**src/core/lane_pack_pkg.sv**
```systemverilog
// constants, carrier type and lane arithmetic shared by the lane packer
// Summary of operation
// - slots per frame is floor(clock rate / sample rate), at least one
// - lanes per channel is ceil(sample rate / clock rate)
// - lane groups is ceil(channel total / slots per frame)
// - total lanes is lanes per channel times lane groups
// - slots used per lane is ceil(channel total / lane groups)
// - slot counter runs from zero to slots per lane minus one with the data
// - slot counter restarts at zero at every frame start
// - one lane: counter is channel number; more lanes: common slot alignment only
// - one slot counter output shared by all lanes
// - one valid bit covers all lanes; out_lane_used flags which lanes carry a channel in each beat
// - five channels in three slots: three on lane zero, two on lane one
// - channels spread evenly; trailing slots of a frame have valid low
// - while valid is low, counter and lane data carry no meaning
// - super-sample: each cycle carries one sample per lane of one channel
// - channels are numbered zero to channel total minus one
// - more channels than slots: several lanes, datapath copied per lane
// - per-channel state recirculates in its own slot of the frame
// - data counts only with valid high; counter is 8-bit unsigned
// - lane total and slots per lane must match across each connection
package lane_pack_pkg;

    localparam int CHANNEL_ID_WIDTH = 8;
    localparam int CHANNEL_ID_LIMIT = 256;
    localparam int DEFAULT_CLOCK_KHZ = 300000;
    localparam int DEFAULT_SAMPLE_KHZ = 100000;
    localparam int DEFAULT_CHANNEL_TOTAL = 5;
    localparam int DEFAULT_SAMPLE_WIDTH = 16;

    // control half of a beat; the data lanes travel beside it
    typedef struct packed {
        logic valid;
        logic [CHANNEL_ID_WIDTH-1:0] slot;
    } stream_ctrl_s;

    // time slots per frame
    function automatic int calc_fold_ratio(input int clock_khz, input int sample_khz);
        int ratio;
        ratio = clock_khz / sample_khz;
        return (ratio < 1) ? 1 : ratio;
    endfunction

    // lanes one channel needs to keep up with its own rate
    function automatic int calc_lanes_per_stream(input int clock_khz, input int sample_khz);
        return (sample_khz + clock_khz - 1) / clock_khz;
    endfunction

    function automatic int calc_lane_groups(input int channel_total, input int fold_ratio);
        return (channel_total + fold_ratio - 1) / fold_ratio;
    endfunction

    function automatic int calc_slots_per_lane(input int channel_total, input int lane_groups);
        return (channel_total + lane_groups - 1) / lane_groups;
    endfunction

endpackage

```
**src/core/multichannel_lane_packer.sv**
```systemverilog
// lane packer: spreads one frame of channel samples over parallel lanes and slots
`timescale 1ns/100ps
`default_nettype none

module multichannel_lane_packer #(
    parameter int CLOCK_KHZ = lane_pack_pkg::DEFAULT_CLOCK_KHZ,
    parameter int SAMPLE_KHZ = lane_pack_pkg::DEFAULT_SAMPLE_KHZ,
    parameter int CHANNEL_TOTAL = lane_pack_pkg::DEFAULT_CHANNEL_TOTAL,
    parameter int SAMPLE_WIDTH = lane_pack_pkg::DEFAULT_SAMPLE_WIDTH,
    // derived shape, fixed by the rates and the channel total; the consumer must be built for the same values
    localparam int FOLD_RATIO = lane_pack_pkg::calc_fold_ratio(CLOCK_KHZ, SAMPLE_KHZ),
    localparam int LANES_PER_STREAM = lane_pack_pkg::calc_lanes_per_stream(CLOCK_KHZ, SAMPLE_KHZ),
    localparam int LANE_GROUPS = lane_pack_pkg::calc_lane_groups(CHANNEL_TOTAL, FOLD_RATIO),
    localparam int LANE_TOTAL = LANES_PER_STREAM * LANE_GROUPS,
    localparam int SLOTS_PER_LANE = lane_pack_pkg::calc_slots_per_lane(CHANNEL_TOTAL, LANE_GROUPS)
) (
    input wire logic clk,
    input wire logic rst,
    input wire logic in_valid,
    input wire logic [CHANNEL_TOTAL-1:0][LANES_PER_STREAM-1:0][SAMPLE_WIDTH-1:0] in_samples,
    output lane_pack_pkg::stream_ctrl_s out_ctrl,
    output logic [LANE_TOTAL-1:0][SAMPLE_WIDTH-1:0] out_lanes,
    output logic [LANE_TOTAL-1:0] out_lane_used,
    output logic out_frame_start,
    output logic out_overrun
);
    import lane_pack_pkg::*;

    // position counter must also hold the fold ratio itself for the compare
    localparam int POS_W = $clog2(FOLD_RATIO + 1);
    localparam logic [POS_W-1:0] LAST_POS = POS_W'(FOLD_RATIO - 1);
    localparam logic [POS_W-1:0] SLOTS_POS = POS_W'(SLOTS_PER_LANE);

    // refuse shapes the slot counter or the arithmetic cannot serve
    generate
        if (CLOCK_KHZ < 1 || SAMPLE_KHZ < 1) begin : g_bad_rate
            $error("clock and sample rates must be positive");
        end
        if (CHANNEL_TOTAL < 1 || SAMPLE_WIDTH < 1) begin : g_bad_shape
            $error("channel total and sample width must be positive");
        end
        if (SLOTS_PER_LANE > CHANNEL_ID_LIMIT) begin : g_bad_slots
            $error("slots per lane exceed the 8-bit slot counter");
        end
    endgenerate

    // the whole state of the block
    typedef struct packed {
        logic [POS_W-1:0] pos;
        logic pend_full;
        logic [CHANNEL_TOTAL-1:0][LANES_PER_STREAM-1:0][SAMPLE_WIDTH-1:0] pend;
        logic act_live;
        logic [LANE_TOTAL-1:0][SLOTS_PER_LANE-1:0][SAMPLE_WIDTH-1:0] act;
        stream_ctrl_s ctrl;
        logic [LANE_TOTAL-1:0][SAMPLE_WIDTH-1:0] lanes;
        logic [LANE_TOTAL-1:0] used;
        logic frame_start;
        logic overrun;
    } state_s;

    state_s state_reg;
    state_s state_next;

    wire logic [LANE_TOTAL-1:0][SLOTS_PER_LANE-1:0][SAMPLE_WIDTH-1:0] layout;
    wire logic [SLOTS_PER_LANE-1:0][LANE_TOTAL-1:0] used_tbl;
    logic [LANE_TOTAL-1:0][SLOTS_PER_LANE-1:0][SAMPLE_WIDTH-1:0] frame_src;
    logic load;
    logic live_eff;
    logic in_frame;

    // static map: group g, sub-lane k, slot s carries sample k of channel g*slots+s;
    // filling group by group keeps the lanes even and leaves the short one last
    generate
        for (genvar g = 0; g < LANE_GROUPS; g++) begin : g_group
            for (genvar k = 0; k < LANES_PER_STREAM; k++) begin : g_sub
                for (genvar s = 0; s < SLOTS_PER_LANE; s++) begin : g_slot
                    localparam int CH = g * SLOTS_PER_LANE + s;
                    localparam int LANE = g * LANES_PER_STREAM + k;
                    if (CH < CHANNEL_TOTAL) begin : g_live
                        assign layout[LANE][s] = in_samples_hold(CH, k);
                        assign used_tbl[s][LANE] = 1'b1;
                    end else begin : g_pad
                        // leftover slot of a short lane, e.g. lane one slot two of five channels
                        assign layout[LANE][s] = '0;
                        assign used_tbl[s][LANE] = 1'b0;
                    end
                end
            end
        end
    endgenerate

    // sample k of channel ch from the frame waiting to go out
    function automatic logic [SAMPLE_WIDTH-1:0] in_samples_hold(input int ch, input int k);
        return state_reg.pend[ch][k];
    endfunction

    // at slot zero the waiting frame is read straight from the map, else the active copy
    assign frame_src = load ? layout : state_reg.act;

    // next state
    always_comb begin
        state_next = state_reg;
        load = (state_reg.pos == '0);
        // free-running frame position; slot zero starts every frame
        if (state_reg.pos == LAST_POS) begin
            state_next.pos = '0;
        end else begin
            state_next.pos = state_reg.pos + POS_W'(1);
        end

        // one frame waits here; a new arrival wins over the slot-zero take
        if (in_valid) begin
            state_next.pend = in_samples;
            state_next.pend_full = 1'b1;
        end else if (load) begin
            state_next.pend_full = 1'b0;
        end
        // a second frame inside one frame time overwrites the first
        state_next.overrun = in_valid && state_reg.pend_full && !load;

        // gaps are whole frames only, since a frame starts only at slot zero
        live_eff = load ? state_reg.pend_full : state_reg.act_live;
        if (load) begin
            // each channel keeps its own slot for the whole frame
            state_next.act = layout;
            state_next.act_live = state_reg.pend_full;
        end
        state_next.frame_start = load && state_reg.pend_full;

        // slots past the last used one are idle cycles of the frame
        in_frame = (state_reg.pos < SLOTS_POS);
        state_next.ctrl.valid = live_eff && in_frame;
        // one counter for every lane; equals the channel number only on the lanes of group zero
        state_next.ctrl.slot = '0;
        if (live_eff && in_frame) begin
            state_next.ctrl.slot = CHANNEL_ID_WIDTH'(state_reg.pos);
        end

        // per-lane copy of the output mux; idle cycles are driven to zero, not held
        for (int l = 0; l < LANE_TOTAL; l++) begin
            state_next.lanes[l] = '0;
            state_next.used[l] = 1'b0;
            if (live_eff && in_frame) begin
                state_next.lanes[l] = frame_src[l][state_reg.pos];
                state_next.used[l] = used_tbl[state_reg.pos][l];
            end
        end
    end

    // state register; reset leaves valid low and the counter at zero
    always_ff @(posedge clk or posedge rst) begin
        if (rst) begin
            state_reg <= '0;
        end else begin
            state_reg <= state_next;
        end
    end

    // outputs straight from the state register
    assign out_ctrl = state_reg.ctrl;
    assign out_lanes = state_reg.lanes;
    assign out_lane_used = state_reg.used;
    assign out_frame_start = state_reg.frame_start;
    assign out_overrun = state_reg.overrun;

endmodule

`default_nettype wire

```
**config.mk**
```make
export PLATFORM = sky130hd
export DESIGN_NAME = multichannel_lane_packer
export DESIGN_NICKNAME = d
export VERILOG_FILES = /design/src/core/lane_pack_pkg.sv /design/src/core/multichannel_lane_packer.sv
export SDC_FILE = /design/constraint.sdc
export NUM_CORES = 1
export LEC_CHECK = 0
export CORE_MARGIN = 4
export CORE_UTILIZATION = 55
export DETAILED_ROUTE_END_ITERATION = 8
export DONT_BUFFER_PORTS = 1
export PLACE_DENSITY_LB_ADDON = 0.3
export REMOVE_ABC_BUFFERS = 1
export SYNTH_ARGS = -nofsm -noshare
export SYNTH_HDL_FRONTEND = slang
export SYNTH_SLANG_ARGS = --single-unit
```
**constraint.sdc**
```tcl
create_clock -name clk -period 7.1 [get_ports clk]
set_input_delay 0 -clock clk [delete_from_list [all_inputs] [get_ports clk]]
set_output_delay 0 -clock clk [all_outputs]
set_load 0.05 [all_outputs]
```
* After elaboration in Yosys (flattened, before gate mapping) *
Cells that the tools add are included.

word-level totals
  register bits = 209
  input port bits = 83

operators by class
  $add $sub $neg = 1
  magnitude comparators = 2
  eq/ne operators = 1
  multiplexer cells = 16
  reductions and logical operators = 7

operators by type and width
  kind                                                                   count
  80-bit two-way mux                                                     1
  16-bit binary-select mux with 2-bit select                             2
  16-bit two-way mux                                                     4
  2-bit two-way mux                                                      3
  1-bit two-way mux                                                      5
  2-bit binary-select mux with 2-bit select                              1
  1-bit logical AND                                                      4
  2-bit by 3-bit < comparator with 1-bit output (second input constant)  1
  2-bit by 1-bit adder with 2-bit output (second input constant)         1
  2-bit equality test (second input constant)                            1
  2-bit logical NOT                                                      1
  2-bit < comparator (second input constant)                             1
  2-bit nonzero test                                                     1
  1-bit logical NOT                                                      1

* Logic depth before layout (Yosys ltp) *
Gate-level depths: netlist of the first run.

  word-level depth = 5
  depth in mapped cells = 6

* Worst setup path before layout of the first run *
OpenSTA, ideal clock, no wires.

  path kind = reg-to-reg
  from = register state_reg[224] (netlist bit)
  to = register state_reg (netlist bit out_lanes[11])
  data arrival time = 1.244 ns
  required time = 6.981 ns
  slack = 5.737 ns
  stages on the path, launching flop included = 6
  period minus slack after synthesis = 1.363 ns
  cell sequence = dfrtp_1 > buf_6 > mux2i_2 > a2bb2oi_4 > buf_6 > a21oi_2

RTL lines
  element                 line                             text
  from (decl)             multichannel_lane_packer.sv:61   state_s state_reg;
  from (signal assigned)  multichannel_lane_packer.sv:155  state_reg <= state_next;

* Worst setup path after layout of the first run *
  from = register state_reg[224] (netlist bit)
  to = register state_reg[141] (netlist bit)

on the way
  word-level cells in the longest chain between the ends = 1

RTL lines
  element            line                             text
  2-bit logical NOT  multichannel_lane_packer.sv:103  load = (state_reg.pos == '0);

No other way between the ends.
A chain may end at the register's enable or synchronous reset.

==> impl_metrics.csv, run 1 <==
group,metric,value,unit
yosys,yosysUniqueCellTypes,24,
worst_hold_path,hold_class,"input pin to flip-flop",
yosys,netlist_instances,603,
yosys,avgSynthCellArea,11.6,um^2
critical_path,crit_type,"flip-flop to flip-flop",
yosys,synth-async-reset-ratio,100,%
timing,finalSetupViolations,0,
clock_network,clk_path_buf_depth,2,
place,port_buffers,0,
power_and_ir_drop,p_per_area,289,mW/mm^2
critical_path,crit_fanout,66,
critical_path,crit_slowest_cell,"dfrtp_1",
place,place_congestion,0.722,
clock_network,clkTransAtPathRegs,60,ps
critical_path,cp-end-kind,"flip-flop",
die,dieWidth,121,um
power_and_ir_drop,leakage,3.71,nW
yosys,ys_ff_latch,171,
grt,grt_pass1_wl,22500,um
timing,fin_skew,9.43,ps
route,drt_iter0_drc,329,
yosys,synth_top_area_share,61.0,%
die,core_area,0.0123,mm^2
route,drtAntennaViolNets,0,
critical_path,crit_arrival,3400,ps
layout,stdcell_area,0.00823,mm^2
critical_path,cp_cell_sequence,"or2_2, buf_4, inv_2, and2_1, a21o_1",
timing,finalMaxSlewViolations,0,
place,placed_area,0.00674,mm^2
yosys,netlist_area,0.00702,mm^2
grt,grt_usage,19.8,%
clock_network,clock_latency,420,ps
route,vias_per_cell,5.14,
timing,hold_viol,0,
die,start_util,57.2,%
critical_path,critPathLaunchType,"flip-flop",
yosys,synthFlopType,"dfrtp_1",
power_and_ir_drop,ir_drop,0.000219,V
run_status,outcome,"completed",
yosys,synth.largest_area_cell,"dfrtp_1",
die,die_h,121,um
layout,drive_gt1_share,22.0,%
critical_path,critPathMaxStageDelay,1140,ps
timing,relSlewSlack,20.2,%
timing,min_period,3090,ps
yosys,synthTopCellsByCount,"nand2_1 (192), dfrtp_1 (171), mux2_2 (80), buf_4 (45), buf_2 (23)",
timing,min_period_over_period,43.5,%
die,fp-row-count,40,
clock_network,cts_sinks,171,
timing,fin_tns_setup,0,ps
clock_network,cts_made_buffers,17,
place,dp_hpwl,7510,um
route,drt_wl_total,13600,um
layout,largest_reg_flops,80,
timing,max_freq,324,MHz
route,via_count,4185,
die,ios,128,
yosys,synthTopCellsByArea,"dfrtp_1 (61%), mux2_2 (13%), nand2_1 (10%)",
clock_network,cts_tree,"done",
grt,grt_start_max_net_pins,88,
clock_network,ctsHtreeMaxLevel,4,
layout,num_antenna_cells,0,
yosys,yosysMostFrequentCell,"nand2_1",
route,drc_errors,0,
critical_path,crit-reg2reg-launch,"state_reg[224]",
route,wl_per_cell,16.7,um
worst_hold_path,holdCritStartpoint,"in_valid",
clock_network,cts_root_buf,"clkbuf_16",
route,firstDrtPassIters,4,
die,die_area,0.0146,mm^2
yosys,yosysWarnings,0,
layout,nNetsFinal,716,
flow_run,drv_cap,0,
timing,holdWs,95.8,ps
grt,grt_pass1_vias,4547,
yosys,synth-seq-area-share,61.0,%
grt,grt-ovfl-total,0,
layout,area_delta_synth_final,17.2,%
grt,antenna_found_initial,0,
critical_path,cp.required,7410,ps
timing,worst_slew_pin_slew,1200,ps
critical_path,startpoint,"state_reg[224]",
timing,rsz0062_at_grt,"false",
yosys,synth_edf_count,0,
==> routing by layer <==
metal  vias up  share of wire (%)  track usage, %
li1       1950                  -               -
met1      2078                 40            23.9
met2       138                 52            33.2
met3        19                5.7            6.25
met4         0                1.9            7.86
met5         -                  0               0
==> area by class of cell <==
class | count | area, um^2
Clock buffer | 25 | 485
Multi-Input combinational cell | 354 | 2210
Sequential cell | 171 | 4280
Tap cell | 168 | 210
Inverter | 5 | 23.8
Timing Repair Buffer | 84 | 853
Clock inverter | 7 | 160
Fill cell | 874 | 4040
==> path summary, 6_finish.rpt <==
check | endpoint | slack [ps] | depth (start not counted)
worst max-delay path | state_reg[141] | 4010 | 5
worst min-delay path | layout[8] | 100 | 2
worst max register to register | state_reg[141] | 4010 | 5
worst min register to register | state_reg[116] | 470 | 2
max in group asynchronous | out_lanes[22] | 5310 | 3
min in group asynchronous | layout[61] | 230 | 2
==> stage by stage <==
| step | setup slack (ps) | total power [W] | cells | utilization, % |
|---|---|---|---|---|
| 2_1_floorplan | 2470 | 0.00131 | 530 | - |
| 3_3_place_gp | 3990 | 0.00134 | 700 | 55.0 |
| 3_5_place_dp | 3970 | 0.00135 | 700 | 55.0 |
| 4_1_cts | 3970 | 0.00240 | 814 | 67.1 |
| 5_1_grt | 3770 | 0.00248 | 814 | 67.1 |
| 6_report | 4010 | 0.00238 | 814 | 67.1 |
==> cells by family after synthesis <==
logic type / count (synthesis) / share of synthesized area, %
and+or+nand+nor: 215 / 12.3
DFF: 171 / 61.0
muxes: 98 / 15.5
buffers and inverters: 83 / 7.85
AOI/OAI and AO/OA: 35 / 3.41
other: 1 / 0.0534
==> layout by cell type (no fill, tap or decap), drive strengths merged <==
| master | synthesis | routed |
|---|---|---|
| a21o | 2 | 2 |
| a21oi | 32 | 32 |
| a2bb2oi | 1 | 1 |
| and2 | 2 | 2 |
| and3 | 1 | 1 |
| buf | 74 | 3 |
| bufinv | 0 | 5 |
| clkbuf | 4 | 25 |
| clkinv | 0 | 2 |
| conb | 1 | 6 |
| dfrtp | 171 | 171 |
| dlygate4sd3 | 0 | 81 |
| inv | 5 | 5 |
| mux2 | 80 | 80 |
| mux2i | 18 | 18 |
| nand2 | 192 | 192 |
| nor2 | 2 | 2 |
| nor2b | 1 | 1 |
| or2 | 17 | 17 |
==> timing repair <==
action / in CTS / in global routing
buffers inserted: 0 / 0
hold buffers: 82 / 0
gates resized for setup: 0 / 0
endpoints found under the hold margin: 168 / 0
endpoints found under the setup margin: 0 / 0
==> power breakdown <==
part,leakage (nW),total [W],internal [W],switching [W]
clock network,0.315,0.00100,0.000652,0.000351
registers,2.01,0.00119,0.00107,0.000125
logic,1.39,0.000182,0.0000984,0.0000833
total,3.71,0.00238,0.00182,0.000559
==> critical path, delay by kind of cell (launching register included) <==
family          cells  cell delay [ps]
compound gates      1              150
buf+inv             2             1050
flops               1             1140
simple gates        2              630
Note: power is estimated with default switching activity, not from simulation.
==> inputs of run 2 (changes only) <==
--- a/config.mk
+++ b/config.mk
@@ -5,6 +5,7 @@
 export SDC_FILE = /design/constraint.sdc
 export NUM_CORES = 1
 export LEC_CHECK = 0
+export ABC_AREA = 1
 export CORE_MARGIN = 4
 export CORE_UTILIZATION = 55
 export DETAILED_ROUTE_END_ITERATION = 8
==> constraint.sdc (replaced) <==
create_clock -name clk -period 2.8 [get_ports clk]
set_input_delay 0 -clock clk [delete_from_list [all_inputs] [get_ports clk]]
set_output_delay 0 -clock clk [all_outputs]
set_load 0.05 [all_outputs]
==> impl_metrics.csv, run 2 <==
group,metric,value,unit
run_status,outcome,"completed",
timing,fin_skew,6.40,ps
route,drtAntennaViolNets,0,
yosys,synthSimpleGateAreaFrac,23.4,%
power_and_ir_drop,leakage,4.24,nW
layout,stdcell_area,0.00841,mm^2
critical_path,crit_end,"state_reg[123]",
timing,rsz0062_at_grt,"false",
place,dp_hpwl,8820,um
grt,grt-ovfl-total,0,
yosys,yosysMostFrequentCell,"nand2_1",
timing,finalSetupViolations,0,
clock_network,hold_buffers,96,
timing,hold_viol,0,
yosys,synth_top_family_by_area,"simple AND/OR/NAND/NOR gates",
yosys,netlist_instances,825,
timing,min_period_over_period,61.2,%
critical_path,rrSetupSlack,1090,ps
layout,num_antenna_cells,0,
route,wl_per_cell,15.3,um
layout,drive_gt1_share,5.14,%
worst_hold_path,hold_class,"input pin to flip-flop",
power_and_ir_drop,ir_drop,0.000509,V
timing,relSlewSlack,34.5,%
yosys,synthTopCellsByCount,"nand2_1 (336), dfrtp_1 (171), inv_1 (74), o21ai_0 (60), buf_4 (47)",
timing,min_period,1710,ps
yosys,synth_edf_count,0,
clock_network,ctsHtreeMaxLevel,4,
critical_path,r2r_end,"state_reg[123]",
critical_path,cp-end-kind,"flip-flop",
clock_network,cts_root_buf,"clkbuf_16",
critical_path,crit_type,"flip-flop to flip-flop",
layout,nNetsFinal,948,
clock_network,ctsResizeCount,0,
clock_network,clkTransAtPathRegs,60,ps
critical_path,critPathLaunchType,"flip-flop",
layout,nFillCells,1018,
clock_network,cts_made_buffers,17,
place,placed_area,0.00689,mm^2
clock_network,cts_setup_buffers,0,
yosys,yosysWarnings,0,
layout,final_util,66.4,%
timing,fin_tns_setup,0,ps
flow_run,drv_cap,0,
route,drt_wl_total,16000,um
die,die_h,122,um
route,via_count,5304,
die,fp-row-count,41,
layout,multi_input_area,0.00203,mm^2
grt,grt_usage,22.9,%
layout,instances_no_fill,1048,
place,placed_cells,922,
die,core_area,0.0127,mm^2
route,vias_per_cell,5.06,
critical_path,crit_arrival,2050,ps
yosys,yosysUniqueCellTypes,17,
layout,area_delta_synth_final,17.9,%
timing,finalMaxSlewViolations,0,
yosys,synthMuxAreaShare,0,%
clock_network,clock_latency,420,ps
grt,grt_pass1_vias,5308,
place,place_congestion,0.748,
yosys,synth.largest_area_cell,"dfrtp_1",
power_and_ir_drop,p_per_area,667,mW/mm^2
clock_network,cts_tree,"done",
yosys,synth_compound_area_share,4.77,%
timing,max_freq,584,MHz
yosys,synth-async-reset-ratio,100,%
route,drt_iter0_drc,332,
route,firstDrtPassIters,5,
yosys,ys_ff_latch,171,
place,port_buffers,0,
route,drc_errors,0,
grt,grt_pass1_wl,26000,um
die,ios,128,
clock_network,cts_sinks,171,
die,dieWidth,122,um
critical_path,startpoint,"state_reg[224]",
yosys,synthTopCellsByArea,"dfrtp_1 (60%), nand2_1 (18%), buf_4 (4.9%)",
die,start_util,56.3,%
grt,grt_start_max_net_pins,114,
grt,antenna_found_initial,0,
die,die_area,0.0149,mm^2
yosys,netlist_area,0.00714,mm^2
yosys,avgSynthCellArea,8.65,um^2
clock_network,clk_path_buf_depth,2,
yosys,synthFlopType,"dfrtp_1",
layout,final-seq-area,0.00428,mm^2
yosys,synth_adder_area_share,0,%
layout,layout_commonest_cell,"nand2_1",
yosys,synth-seq-area-share,60.0,%
yosys,synth_top_area_share,60.0,%
power_and_ir_drop,total_power,0.00561,W
critical_path,cp.required,3140,ps
layout,most-common-layout-cells,"nand2_1 (336), dfrtp_1 (170), dlygate4sd3_1 (95), inv_1 (72), o21ai_0 (60)",
critical_path,crit-reg2reg-launch,"state_reg[224]",
layout,largest_reg_flops,80,
yosys,synth_xor_area_share,0,%
critical_path,crit_fanout,49,
critical_path,reg2reg_depth,4,
timing,worst_slew_pin_slew,982,ps
-- run 2: changes by cell type after synthesis, sizes merged, moves of 10 or more --
| cell | before | now |
|---|---|---|
| a21oi | 32 | 0 |
| or2 | 17 | 0 |
| nand2 | 192 | 339 |
| clkbuf | 4 | 14 |
| nand3 | 0 | 46 |
| mux2 | 80 | 0 |
| nor2 | 2 | 36 |
| o21ai | 0 | 68 |
| mux2i | 18 | 0 |
| inv | 5 | 75 |
-- run 2: layout make-up --
type                    count  share of cell area, %
flip-flops and latches    171                   50.9
multi-input cells         496                   24.2
repair buffers            104                   12.5
clock buffers              22                   5.64
inverters                  75                   3.41
well taps                 172                   2.56
clock inverters             8                  0.833
-- run 2: per-layer routing --
metal | wire length, um | GRT usage [%]
met2 | 8160 | 39.3
met4 | 389 | 8.82
met3 | 912 | 6.55
met1 | 6530 | 27.4
met5 | 0 | 0
-- run 2: worst min-delay path by stage --
stage          slack (ps)      from          to  cells after the start
6_report               20  in_valid  layout[45]                      3
5_1_grt                30  in_valid  layout[23]                      3
4_1_cts               0.2  in_valid  layout[54]                      3
3_5_place_dp           40       rst  layout[51]                      1
3_3_place_gp           30       rst  layout[50]                      1
2_1_floorplan         110  in_valid  layout[71]                      1
-- run 2: critical path, stage by stage, from the launching register on --
cell     delay (ps)
dfrtp_1         700
nor2_8           60
inv_2           610
nand2_1         140
o21ai_0         110
-- run 2: per-stage QoR --
stage / setup slack [ps] / hold slack, ps
after detailed placement: 1110 / 37.9
final: 1090 / 20.9
after global placement: 1200 / 26.8
after global routing: 895 / 25.3
after CTS: 1080 / 0.168
after floorplan: -1830 / 107
-- run 2: cells by family after synthesis --
family	Yosys count
buf+inv	163
other cells	1
flops	171
simple gates	422
compound gates	68
-- run 2: where the power goes --
group | switching, W | internal (W) | leakage (nW)
registers | 0.000262 | 0.00268 | 2.08
clock network | 0.000903 | 0.00128 | 0.267
logic | 0.000283 | 0.000207 | 1.89
==> inputs of run 3 (changes only) <==
==> constraint.sdc (replaced) <==
create_clock -name clk -period 1.6 [get_ports clk]
set_input_delay 0 -clock clk [delete_from_list [all_inputs] [get_ports clk]]
set_output_delay 0 -clock clk [all_outputs]
set_load 0.05 [all_outputs]
==> impl_metrics.csv, run 3 (synthesis gave the netlist of run 2 again) <==
group,metric,value,unit
layout,layout_commonest_cell,"nand2_1",
die,core_area,0.0127,mm^2
clock_network,clock_latency,420,ps
route,drt_iter0_drc,320,
layout,multi_input_area,0.00203,mm^2
grt,grt_start_max_net_pins,90,
clock_network,cts_tree,"done",
timing,worst_slew_pin_slew,538,ps
die,die_h,122,um
run_status,outcome,"complete, but fails checks",
layout,final_util,70.6,%
place,port_buffers,0,
timing,min_period_over_period,91.5,%
layout,nNetsFinal,991,
critical_path,rrSetupSlack,140,ps
place,dp_hpwl,9330,um
layout,instances_no_fill,1093,
critical_path,critPathLaunchType,"flip-flop",
layout,area_delta_synth_final,25.4,%
route,drc_errors,0,
place,pre_cts_ws,32.4,ps
timing,finalSetupViolations,0,
route,wl_per_cell,15.7,um
timing,rsz0062_at_grt,"false",
grt,grt_pass1_vias,5823,
clock_network,clkTransAtPathRegs,60,ps
layout,nFillCells,897,
layout,final-seq-area,0.00428,mm^2
critical_path,r2r_end,"out_lane_used[1]",
critical_path,crit-reg2reg-launch,"state_reg[224]",
critical_path,crit_fanout,15,
route,drt_wl_total,17100,um
layout,largest_reg_flops,80,
critical_path,cp_cell_sequence,"buf_4, o21ai_0, nand2_2, nand2_4, buf_12, nor2_1",
route,firstDrtPassIters,6,
route,via_count,5524,
critical_path,cp-end-kind,"flip-flop",
critical_path,crit_cells,6,
critical_path,startpoint,"state_reg[224]",
timing,finalMaxSlewViolations,0,
clock_network,ctsHtreeMaxLevel,4,
run_status,failed_checks,"negative hold slack",
clock_network,cts_made_buffers,17,
grt,antenna_found_initial,1,
die,die_area,0.0149,mm^2
timing,relSlewSlack,64.2,%
place,placed_cells,933,
critical_path,critPathMaxStageDelay,390,ps
clock_network,cts_setup_buffers,0,
critical_path,crit_slowest_cell,"dfrtp_1",
die,start_util,56.3,%
timing,fin_skew,5.85,ps
timing,fin_ws,136,ps
clock_network,cts_sinks,171,
grt,grt_usage,24.8,%
flow_run,drv_cap,0,
power_and_ir_drop,total_power,0.0103,W
die,ios,128,
critical_path,cp.required,1900,ps
worst_hold_path,min_path_cells,3,
timing,max_freq,683,MHz
critical_path,path_buf_inv,2,
layout,drive_gt1_share,5.98,%
die,fp-row-count,41,
critical_path,crit_arrival,1770,ps
place,place_congestion,0.793,
critical_path,crit_end,"out_lane_used[1]",
power_and_ir_drop,leakage,4.43,nW
critical_path,crit_type,"flip-flop to flip-flop",
critical_path,reg2reg_depth,6,
critical_path,critPathTopFamily,"flip-flops",
power_and_ir_drop,p_per_area,1160,mW/mm^2
timing,min_period,1460,ps
power_and_ir_drop,ir_drop,0.000674,V
die,dieWidth,122,um
timing,holdWs,-8.41,ps
clock_network,cts_root_buf,"clkbuf_16",
route,vias_per_cell,5.05,
clock_network,clk_path_buf_depth,2,
worst_hold_path,hold_class,"input pin to flip-flop",
grt,grt-ovfl-total,0,
grt,grt_pass1_wl,28200,um
route,drtAntennaViolNets,0,
layout,most-common-layout-cells,"nand2_1 (336), dfrtp_1 (170), dlygate4sd3_1 (127), inv_1 (71), o21ai_0 (60)",
timing,hold_viol,1,
run 3: area by class of cell:
cell class | instances | share of cell area, %
flip-flops and latches | 171 | 47.8
repair buffers | 147 | 17.0
multi-input cells | 496 | 22.7
diodes | 1 | 0.0280
inverters | 75 | 3.27
clock inverters | 8 | 1.59
clock buffers | 23 | 5.12
well taps | 172 | 2.41
run 3: where the power goes:
part / total (W) / internal, W / leakage [nW] / switching [W]
registers: 0.00515 / 0.00469 / 2.08 / 0.000465
clock network: 0.00421 / 0.00264 / 0.291 / 0.00158
logic: 0.000965 / 0.000447 / 2.06 / 0.000518
run 3: tightest hold or removal path, delay by kind of cell:
family	cells	cell delay (ps)
AO/OA/AOI/OAI	1	70
AND/OR/NAND/NOR	1	100
buffers and inverters	1	200
run 3: how the worst min path moves through the flow:
stage | start | to | slack, ps
floorplan | in_valid | layout[71] | 110
global placement | rst | layout[48] | -50
detailed placement | rst | layout[48] | -40
CTS | in_valid | layout[39] | 0.5
global route | in_valid | layout[74] | 30
finish | in_valid | layout[74] | -8
run 3: timing repair:
item	CTS	global route
hold endpoints to repair	252	0
gates resized for setup	0	4
setup endpoints to repair	0	35
hold buffers	128	0
run 3: metal layers:
metal	part of all wire [%]	global-route usage, %	vias to the layer above
li1	-	-	2618
met1	39	29.2	2697
met2	52	43.2	175
met3	7.0	6.92	34
met4	2.2	9.59	0
met5	0	0	-
run 3: per-stage QoR:
| stage | setup TNS [ps] | cell area, um^2 |
|---|---|---|
| after detailed placement | 0 | 7030 |
| after global placement | 0 | 7030 |
| after floorplan | -549810 | 6600 |
| after CTS | 0 | 8930 |
| after global routing | 0 | 8950 |
| final | 0 | 8950 |
